[config.mk]
export PLATFORM = sky130hd
export DESIGN_NAME = drive_status_signal_generator
export DESIGN_NICKNAME = d
export VERILOG_FILES = /design/src/shared/drive_status_pkg.sv /design/src/rtl/drive_status_signal_generator.sv
export SDC_FILE = /design/constraint.sdc
export NUM_CORES = 1
export LEC_CHECK = 0
export BUFFER_PORTS_ARGS = -buffer_cell sky130_fd_sc_hd__buf_2
export CAP_MARGIN = 20
export CORE_MARGIN = 2
export CORE_UTILIZATION = 50
export CTS_BUF_LIST = sky130_fd_sc_hd__clkbuf_8 sky130_fd_sc_hd__clkbuf_16
export DETAILED_ROUTE_END_ITERATION = 10
export GPL_ROUTABILITY_DRIVEN = 0
export MAX_ROUTING_LAYER = met4
export PLACE_DENSITY = 0.67
export SLEW_MARGIN = 20
export SYNTH_ARGS = -nofsm -noshare
export SYNTH_HDL_FRONTEND = slang
export SYNTH_SLANG_ARGS = --single-unit
[constraint.sdc]
create_clock -name clk -period 10 [get_ports clk]
set_input_delay 1 -clock clk [delete_from_list [all_inputs] [get_ports clk]]
set_output_delay 1 -clock clk [all_outputs]
set_load 0.01 [all_outputs]
[src/shared/drive_status_pkg.sv]
package drive_status_pkg;

   // ***************************************
   // Units and widths
   // ***************************************
   // Frequencies in 0.01 Hz, torque in 0.1 %
   localparam int FW = 16;
   typedef logic [FW-1:0] freq_t;
   localparam int NUM_TERM = 7;

   // ***************************************
   // Timing
   // ***************************************
   localparam int CLK_HZ = 25_000_000;
   localparam int REGEN_HOLD_MS = 100;
   localparam int STALL_MS = 3000;
   localparam int REGEN_HOLD_CYC = REGEN_HOLD_MS * (CLK_HZ / 1000);
   localparam int STALL_CYC = STALL_MS * (CLK_HZ / 1000);

   // ***************************************
   // Register offsets
   // ***************************************
   localparam logic [7:0] A_CTRL = 8'h00;
   localparam logic [7:0] A_BAND = 8'h01;
   localparam logic [7:0] A_TH1 = 8'h02;
   localparam logic [7:0] A_THREV = 8'h03;
   localparam logic [7:0] A_TH2 = 8'h04;
   localparam logic [7:0] A_TH3 = 8'h05;
   localparam logic [7:0] A_LOW = 8'h06;
   localparam logic [7:0] A_STALL = 8'h07;
   localparam logic [7:0] A_STAT = 8'h08;
   localparam logic [7:0] A_SEL0 = 8'h10;

   // ***************************************
   // Reset values and limits
   // ***************************************
   localparam logic [6:0] BAND_RST = 7'h0a;
   localparam logic [6:0] BAND_MAX = 7'h64;
   localparam freq_t FREQ_MAX = 16'h9c40;
   localparam freq_t TH1_RST = 16'h0258;
   localparam freq_t REV_SAME = 16'h270f;
   localparam freq_t TH2_RST = 16'h0bb8;
   localparam freq_t TH3_RST = 16'h1770;
   localparam freq_t LOW_RST = 16'h0096;
   localparam logic [15:0] STALL_RST = 16'h05dc;

   // ***************************************
   // Control methods
   // ***************************************
   typedef enum logic [3:0] {
      CM_VF = 4'b0001,
      CM_FLUX = 4'b0010,
      CM_SLV = 4'b0100,
      CM_VEC = 4'b1000
   } ctrl_method_t;

   // ***************************************
   // Terminal selection codes
   // ***************************************
   localparam logic [7:0] NEG_OFS = 8'h64;
   localparam logic [7:0] SEL_SU = 8'h01;
   localparam logic [7:0] SEL_FU = 8'h04;
   localparam logic [7:0] SEL_FU2 = 8'h05;
   localparam logic [7:0] SEL_FU3 = 8'h06;
   localparam logic [7:0] SEL_REGEN = 8'h20;
   localparam logic [7:0] SEL_LS = 8'h22;
   localparam logic [7:0] SEL_FB = 8'h29;
   localparam logic [7:0] SEL_FB2 = 8'h2a;
   localparam logic [7:0] SEL_FB3 = 8'h2b;
   localparam logic [7:0] SEL_TRIP = 8'h5b;
   localparam logic [7:0] SEL_HELD = 8'h5e;
   localparam logic [7:0] SEL_FAULT = 8'h63;
   localparam logic [7:0] SEL_NONE = 8'hff;
   localparam int T_SU = 0;
   localparam int T_FU = 1;
   localparam int T_RELAY = 5;

   // Alarm causes that trip the input contactor
   localparam logic [4:0] CAUSE_FIRST = 5'h01;
   localparam logic [4:0] CAUSE_LAST = 5'h0b;

   // ***************************************
   // Carriers
   // ***************************************
   typedef struct packed {
      logic stopped;
      logic pre_excite;
      logic dc_brake;
      logic start_tuning;
      logic regen_status;
      logic alarm_stop;
      logic alarm_reset;
      logic reverse;
      logic speed_ctrl;
      logic torque_limiting;
      logic [4:0] alarm_cause;
   } drive_in_t;

   typedef struct packed {
      freq_t out_freq;
      freq_t slip_pre_freq;
      freq_t est_speed;
      freq_t fb_speed;
      freq_t set_freq;
      logic [15:0] torque;
   } freq_in_t;

   typedef struct packed {
      logic stall_alarm;
      logic input_contactor_trip;
      logic held_fault_out;
      logic fault_out;
      logic regen_flag;
      logic low_speed_flag;
      logic speed_detect_3;
      logic out_freq_detect_3;
      logic speed_detect_2;
      logic out_freq_detect_2;
      logic speed_detect_1;
      logic out_freq_detect_1;
      logic freq_reached;
   } flags_t;

endpackage : drive_status_pkg

[src/rtl/drive_status_signal_generator.sv]
`timescale 1ns/1ps
module drive_status_signal_generator
   import drive_status_pkg::*;
#(
   parameter int REGEN_HOLD_CYCLES = drive_status_pkg::REGEN_HOLD_CYC,
   parameter int STALL_CYCLES = drive_status_pkg::STALL_CYC,
   parameter int TERMS = drive_status_pkg::NUM_TERM
) (
   input wire logic clk,
   input wire logic rst_n,
   input wire logic [7:0] addr,
   input wire logic [15:0] wdata,
   input wire logic wr_stb,
   input wire logic rd_stb,
   output logic [15:0] rdata,
   input drive_status_pkg::drive_in_t drv,
   input drive_status_pkg::freq_in_t frq,
   output drive_status_pkg::flags_t flags,
   output logic [TERMS-1:0] term_out
);
   import drive_status_pkg::*;

   localparam int HW = $clog2(REGEN_HOLD_CYCLES + 1);
   localparam int SW = $clog2(STALL_CYCLES + 1);
   localparam logic [HW-1:0] HOLD_LOAD = HW'(REGEN_HOLD_CYCLES - 1);
   localparam logic [SW-1:0] STALL_END = SW'(STALL_CYCLES);

   // ***************************************
   // State
   // ***************************************
   typedef struct packed {
      ctrl_method_t method;
      logic [6:0] band;
      freq_t th1;
      freq_t threv;
      freq_t th2;
      freq_t th3;
      freq_t low;
      logic [15:0] stall_lvl;
      logic [TERMS-1:0][7:0] sel;
      logic [HW-1:0] hold_cnt;
      logic [SW-1:0] stall_cnt;
      flags_t flg;
      logic [TERMS-1:0] term;
      logic [15:0] rdata;
   } st_t;

   st_t s_r;
   st_t s_nxt;
   freq_t cmp;
   freq_t spd;
   freq_t th_dir;
   logic blank;
   logic stall_cond;
   logic [7:0] sel_idx;

   // ***************************************
   // Helpers
   // ***************************************
   // Cross-multiplied so no divider is needed
   function automatic logic in_band(freq_t c, freq_t s, logic [6:0] b);
      logic [15:0] d;
      logic [23:0] lhs;
      logic [23:0] rhs;
      d = (c > s) ? c - s : s - c;
      lhs = 24'(d) * 24'h64;
      rhs = 24'(s) * 24'(b);
      return lhs <= rhs;
   endfunction : in_band

   // Unknown codes leave the terminal low in either polarity
   function automatic logic route(logic [7:0] code, flags_t f);
      logic neg;
      logic [7:0] base;
      logic v;
      logic hit;
      neg = code >= NEG_OFS;
      base = neg ? code - NEG_OFS : code;
      hit = 1'b1;
      v = 1'b0;
      case (base)
         SEL_SU: v = f.freq_reached;
         SEL_FU: v = f.out_freq_detect_1;
         SEL_FB: v = f.speed_detect_1;
         SEL_FU2: v = f.out_freq_detect_2;
         SEL_FB2: v = f.speed_detect_2;
         SEL_FU3: v = f.out_freq_detect_3;
         SEL_FB3: v = f.speed_detect_3;
         SEL_LS: v = f.low_speed_flag;
         SEL_REGEN: v = f.regen_flag;
         SEL_TRIP: v = f.input_contactor_trip;
         SEL_HELD: v = f.held_fault_out;
         SEL_FAULT: v = f.fault_out;
         default: hit = 1'b0;
      endcase
      return hit & (v ^ neg);
   endfunction : route

   function automatic freq_t clamp_f(logic [15:0] w);
      return (w > FREQ_MAX) ? FREQ_MAX : w;
   endfunction : clamp_f

   // ***************************************
   // Next state
   // ***************************************
   always_comb begin
      s_nxt = s_r;
      s_nxt.rdata = '0;
      sel_idx = addr - A_SEL0;

      // Register writes
      if (wr_stb) begin
         if (addr == A_CTRL) begin
            s_nxt.method = ctrl_method_t'(wdata[3:0]);
         end else if (addr == A_BAND) begin
            s_nxt.band = (wdata > 16'(BAND_MAX)) ? BAND_MAX : wdata[6:0];
         end else if (addr == A_TH1) begin
            s_nxt.th1 = clamp_f(wdata);
         end else if (addr == A_THREV) begin
            s_nxt.threv = clamp_f(wdata);
         end else if (addr == A_TH2) begin
            s_nxt.th2 = clamp_f(wdata);
         end else if (addr == A_TH3) begin
            s_nxt.th3 = clamp_f(wdata);
         end else if (addr == A_LOW) begin
            s_nxt.low = clamp_f(wdata);
         end else if (addr == A_STALL) begin
            s_nxt.stall_lvl = wdata;
         end else if (addr >= A_SEL0 && sel_idx < 8'(TERMS)) begin
            s_nxt.sel[sel_idx] = wdata[7:0];
         end
      end

      // Register reads, answered next cycle
      if (rd_stb) begin
         if (addr == A_CTRL) begin
            s_nxt.rdata = {12'h000, s_r.method};
         end else if (addr == A_BAND) begin
            s_nxt.rdata = {9'h000, s_r.band};
         end else if (addr == A_TH1) begin
            s_nxt.rdata = s_r.th1;
         end else if (addr == A_THREV) begin
            s_nxt.rdata = s_r.threv;
         end else if (addr == A_TH2) begin
            s_nxt.rdata = s_r.th2;
         end else if (addr == A_TH3) begin
            s_nxt.rdata = s_r.th3;
         end else if (addr == A_LOW) begin
            s_nxt.rdata = s_r.low;
         end else if (addr == A_STALL) begin
            s_nxt.rdata = s_r.stall_lvl;
         end else if (addr == A_STAT) begin
            s_nxt.rdata = {3'h0, s_r.flg};
         end else if (addr >= A_SEL0 && sel_idx < 8'(TERMS)) begin
            s_nxt.rdata = {8'h00, s_r.sel[sel_idx]};
         end
      end

      // Compared and speed frequencies by method
      case (s_r.method)
         CM_FLUX: begin
            cmp = frq.slip_pre_freq;
            spd = frq.out_freq;
         end
         CM_SLV: begin
            cmp = frq.est_speed;
            spd = frq.est_speed;
         end
         CM_VEC: begin
            cmp = frq.fb_speed;
            spd = frq.fb_speed;
         end
         default: begin
            cmp = frq.out_freq;
            spd = frq.out_freq;
         end
      endcase

      // Direction-dependent first threshold
      if (drv.reverse && s_r.threv != REV_SAME) begin
         th_dir = s_r.threv;
      end else begin
         th_dir = s_r.th1;
      end

      // Frequency flags, all dropped when blanked
      blank = drv.dc_brake | drv.pre_excite | drv.start_tuning;
      s_nxt.flg.freq_reached = !blank && in_band(cmp, frq.set_freq, s_r.band);
      s_nxt.flg.out_freq_detect_1 = !blank && frq.out_freq >= th_dir;
      s_nxt.flg.speed_detect_1 = !blank && spd >= th_dir;
      s_nxt.flg.out_freq_detect_2 = !blank && frq.out_freq >= s_r.th2;
      s_nxt.flg.speed_detect_2 = !blank && spd >= s_r.th2;
      s_nxt.flg.out_freq_detect_3 = !blank && frq.out_freq >= s_r.th3;
      s_nxt.flg.speed_detect_3 = !blank && spd >= s_r.th3;
      s_nxt.flg.low_speed_flag = !blank && cmp < s_r.low;

      // Regen flag with minimum on-time
      if (s_r.method != CM_VEC) begin
         s_nxt.flg.regen_flag = 1'b0;
         s_nxt.hold_cnt = '0;
      end else if (drv.stopped || drv.pre_excite) begin
         s_nxt.flg.regen_flag = 1'b0;
         s_nxt.hold_cnt = '0;
      end else if (drv.regen_status) begin
         s_nxt.flg.regen_flag = 1'b1;
         s_nxt.hold_cnt = HOLD_LOAD;
      end else if (s_r.hold_cnt != '0) begin
         s_nxt.hold_cnt = s_r.hold_cnt - HW'(1);
      end else begin
         s_nxt.flg.regen_flag = 1'b0;
      end

      // Stall watch; alarm holds until the drive resets
      stall_cond = drv.speed_ctrl && (s_r.method == CM_SLV || s_r.method == CM_VEC)
         && drv.torque_limiting && cmp <= s_r.low && frq.torque > s_r.stall_lvl;
      if (drv.alarm_reset) begin
         s_nxt.stall_cnt = '0;
         s_nxt.flg.stall_alarm = 1'b0;
      end else if (stall_cond) begin
         if (s_r.stall_cnt == STALL_END) begin
            s_nxt.flg.stall_alarm = 1'b1;
         end else begin
            s_nxt.stall_cnt = s_r.stall_cnt + SW'(1);
         end
      end else begin
         s_nxt.stall_cnt = '0;
      end

      // Alarm outputs
      s_nxt.flg.fault_out = drv.alarm_stop;
      s_nxt.flg.held_fault_out = drv.alarm_stop | drv.alarm_reset;
      s_nxt.flg.input_contactor_trip = drv.alarm_stop
         && drv.alarm_cause >= CAUSE_FIRST && drv.alarm_cause <= CAUSE_LAST;

      // Terminals follow the flags of the same edge
      for (int i = 0; i < TERMS; i++) begin
         s_nxt.term[i] = route(s_r.sel[i], s_nxt.flg);
      end
   end

   // ***************************************
   // State register
   // ***************************************
   always_ff @(posedge clk or negedge rst_n) begin
      if (!rst_n) begin
         s_r <= '0;
         s_r.method <= CM_VF;
         s_r.band <= BAND_RST;
         s_r.th1 <= TH1_RST;
         s_r.threv <= REV_SAME;
         s_r.th2 <= TH2_RST;
         s_r.th3 <= TH3_RST;
         s_r.low <= LOW_RST;
         s_r.stall_lvl <= STALL_RST;
         for (int i = 0; i < TERMS; i++) begin
            s_r.sel[i] <= SEL_NONE;
         end
         s_r.sel[T_SU] <= SEL_SU;
         s_r.sel[T_FU] <= SEL_FU;
         s_r.sel[T_RELAY] <= SEL_FAULT;
      end else begin
         s_r <= s_nxt;
      end
   end

   // Outputs straight from the state register
   assign rdata = s_r.rdata;
   assign flags = s_r.flg;
   assign term_out = s_r.term;

endmodule : drive_status_signal_generator

==> results.md <==
* Slew @ Worst Pin at around 1.1 ns
* Startpoint types: register
* Seq/Total Area, Yosys at 24.00%
* Row Count at a little over 80
* Full die area at about 54,000 µm²
* Total track usage at between 30% and 40%
* CTS buffer count at 29
* H-tree Lvls at 1
* DR DRC count at 0
* Initial antenna violation count at 5
* Leakage power at roughly 0.013 µW
* Final Util at 55.04%
* 1st-iter DRT viols at 2,556
* Initial Util at roughly 50%
* Outcome: completed
* Max Freq at approximately 0.10 GHz
* Port Buffers at 174
* Area Overhead vs Synth at 8.170%
* Synth Area per Inst at 8.231 µm²
* Mapped cell area at ~26,000 µm²
* Die width at about 230 µm
* Tot Pwr at between 6000 and 7000 µW
* Nature of the critical path endpoint: register
* Layout cells sized above 1 at roughly 14%
* Vias per cell at about 6.3
* Pwr dens at around 220 nW/µm²
* Final wirelength at 87,830 µm
* Initial DRT Pass Iterations at 6
* ANT nets after route at 0
* CP Max Fanout at 17
* Wire per inst at around 22 µm
* Max_slew headroom at a little under a quarter
* Crit-path slowest cell: or4_1
* Total gr overflow at 0
* Number of max-cap violations at 0
* Fillers at ~4,700
* Yosys Warn Count at 0
* Post-synthesis cell type count at 95
* Final Cycle Share at 95.78%
* Final setup fails at 0
* Syn Inst Count at around 3,200
* Post-synth ARST share at 100.0%
* Largest net degree at the start of global routing at roughly 110
* Largest cells by area after synthesis: dfrtp_1, ha_1, dfstp_2
* CP arrival at 10.06 ns
* Post-layout min period at between 9 and 10 ns
* Dpl hpwl at about 67,000 µm
* CP Data Required Time at approximately 10 ns
* Skew-Pair Late Insertion Delay at approximately 0.58 ns
* Die Y-Extent at 233.2 µm
* First-pass GRT wire length at around 140,000 µm
* Post-layout nets at 3,737
* Via count at roughly 25,000
* Post-synth top area share at 16.20%
* Worst Path Class, Setup: register to register
* Register clock-pin slew on the reported worst setup and hold paths at approximately 0.07 ns
* Root Buffer: clkbuf_16
* Core Box Area at just over 50,000 µm²
* Worst hold path type: primary input to async pin
* Synth Flop Type: dfrtp_1
* Leading area contributor after synthesis: dfrtp_1
* Vias in the first global route at around 24,000
* Worst clock skew at 0.01450 ns
* Mapped Nets at between 3,000 and 4,000
* Final Hold Fails at 0
* EDFF count, synth at 0
* Clock Path Buffers at 3
* Total I/O pin count at ~180
* Clk sink count at roughly 250
* Slowest stage delay, CP at roughly 0.54 ns
* Flops & latches, synth at 248
* Peak supply drop at ~0.35 mV
* CTS tree: built
* Max Slew Vio Count at 0
cell families (layout without fill, tap and decap cells):
logic type                 count (synthesis)  in the layout  synth area share (%)
AOI/OAI and AO/OA                        804            804                 19.56
xor gates and xnor gates                 102            102                 3.401
adders and majority gates                371            371                 19.99
buffers and inverters                    473            531                 7.422
DFF                                      248            248                 24.00
muxes                                    116            116                 5.564
other                                      0              8                     0
and+or+nand+nor                         1077           1077                 20.06
layout make-up:
| class | instances | area, µm² | area share, % |
|---|---|---|---|
| Inverter | 277 | 1040 | 3.660 |
| Multi-Input combinational cell | 2470 | 18130 | 63.81 |
| Sequential cell | 248 | 6304 | 22.19 |
| Clock inverter | 19 | 190.2 | 0.6694 |
| Timing Repair Buffer | 201 | 1084 | 3.814 |
| Antenna cell | 8 | 20.02 | 0.07047 |
| Tap cell | 680 | 850.8 | 2.995 |
| Clock buffer | 34 | 794.5 | 2.797 |
path summary, 6_finish.rpt:
check | from | endpoint | slack [ns] | cells after the start
max in group asynchronous | rst_n | s_r[82] | 7.30 | 3
worst max register to register | s_r[247] | term_out[4] | 0.42 | 40
min in group clk | s_r[161] | s_r[161] | 0.48 | 2
worst max-delay path | s_r[247] | term_out[4] | 0.42 | 40
worst min register to register | s_r[161] | s_r[161] | 0.48 | 2
worst min-delay path | rst_n | s_r[48] | 0.43 | 1
cells in the mapped netlist, drive strengths merged, types with 7 or more instances:
master     n
a2111oi   10
a211o     12
a211oi    31
a21o      52
a21oi    183
a221oi    12
a222oi    12
a22oi     36
a31oi     31
a32oi      9
and2      55
and3      23
and4       9
buf       57
clkbuf   139
dfrtp    170
dfstp     78
fa        81
ha       290
inv      275
mux2      47
mux2i     50
mux4      19
nand2    367
nand2b    32
nand3     68
nand3b    10
nand4     35
nor2     217
nor2b     43
nor3      91
nor3b     20
nor4      30
nor4b     13
o211ai    20
o21a      29
o21ai    252
o221ai     9
o22ai     15
o31ai     20
or2       12
or3       25
or3b       7
xnor2     52
xor2      50
critical path: cells and delay by family (launching register included):
kind / cells / cell delay, ns
AO/OA/AOI/OAI: 14 / 2.73
XOR/XNOR: 2 / 0.36
AND/OR/NAND/NOR: 13 / 3.05
flip-flops: 1 / 0.46
adder cells (fa/ha/maj): 6 / 1.96
buffers and inverters: 5 / 0.85
metal layers:
metal	track usage, %	vias to the layer above	part of all wire, %
met3	5.261	249	8.8
li1	-	11394	-
met2	49.78	1257	44
met1	42.98	11974	42
met5	-	-	0
met4	15.88	0	5.3
stage by stage:
stage	setup TNS, ns	hold WS (ns)	instance area, µm²	std cells	setup slack, ns
after floorplan	0	0.4498	26260	3191	1.056
after global routing	-0.03268	0.5050	28400	3934	-0.03268
final	0	0.4331	28410	3937	0.4219
after CTS	0	0.4826	28320	3929	0.1899
after detailed placement	0	0.4718	27340	3876	0.2098
after global placement	0	0.4640	27340	3876	0.5868
layout by cell type (no fill, tap or decap), drive strengths merged, types with 29 or more instances in the layout:
cell type and n:
nand2 367, dfstp 78, dfrtp 170, a21o 52, xnor2 52, a31oi 31
inv 287, nand4 35, buf 201, nor2b 43, clkbuf 34, xor2 50
a211oi 31, o21a 29, a22oi 36, ha 290, nor4 30, and2 55
mux2i 50, a21oi 183, fa 81, nor2 217, o21ai 252, nand2b 32
nor3 91, nand3 68, mux2 47
flip-flops by register name, indices dropped and copies added, names as in the netlist:
register and cells:
term_out 7, s_r 212, rdata 16, flags 13
repair_timing:
| action | CTS | global route |
|---|---|---|
| gates resized for setup | 0 | 19 |
| hold buffers | 0 | 0 |
| hold endpoints to repair | 0 | 0 |
| endpoints found under the setup margin | 0 | 7 |
| setup buffers | 0 | 0 |
report_power, final:
part           internal (µW)  switching (µW)
Clock                    646             455
Combinational           1640            2330
Sequential              1060            87.1
(Power assumes the default switching activity.)
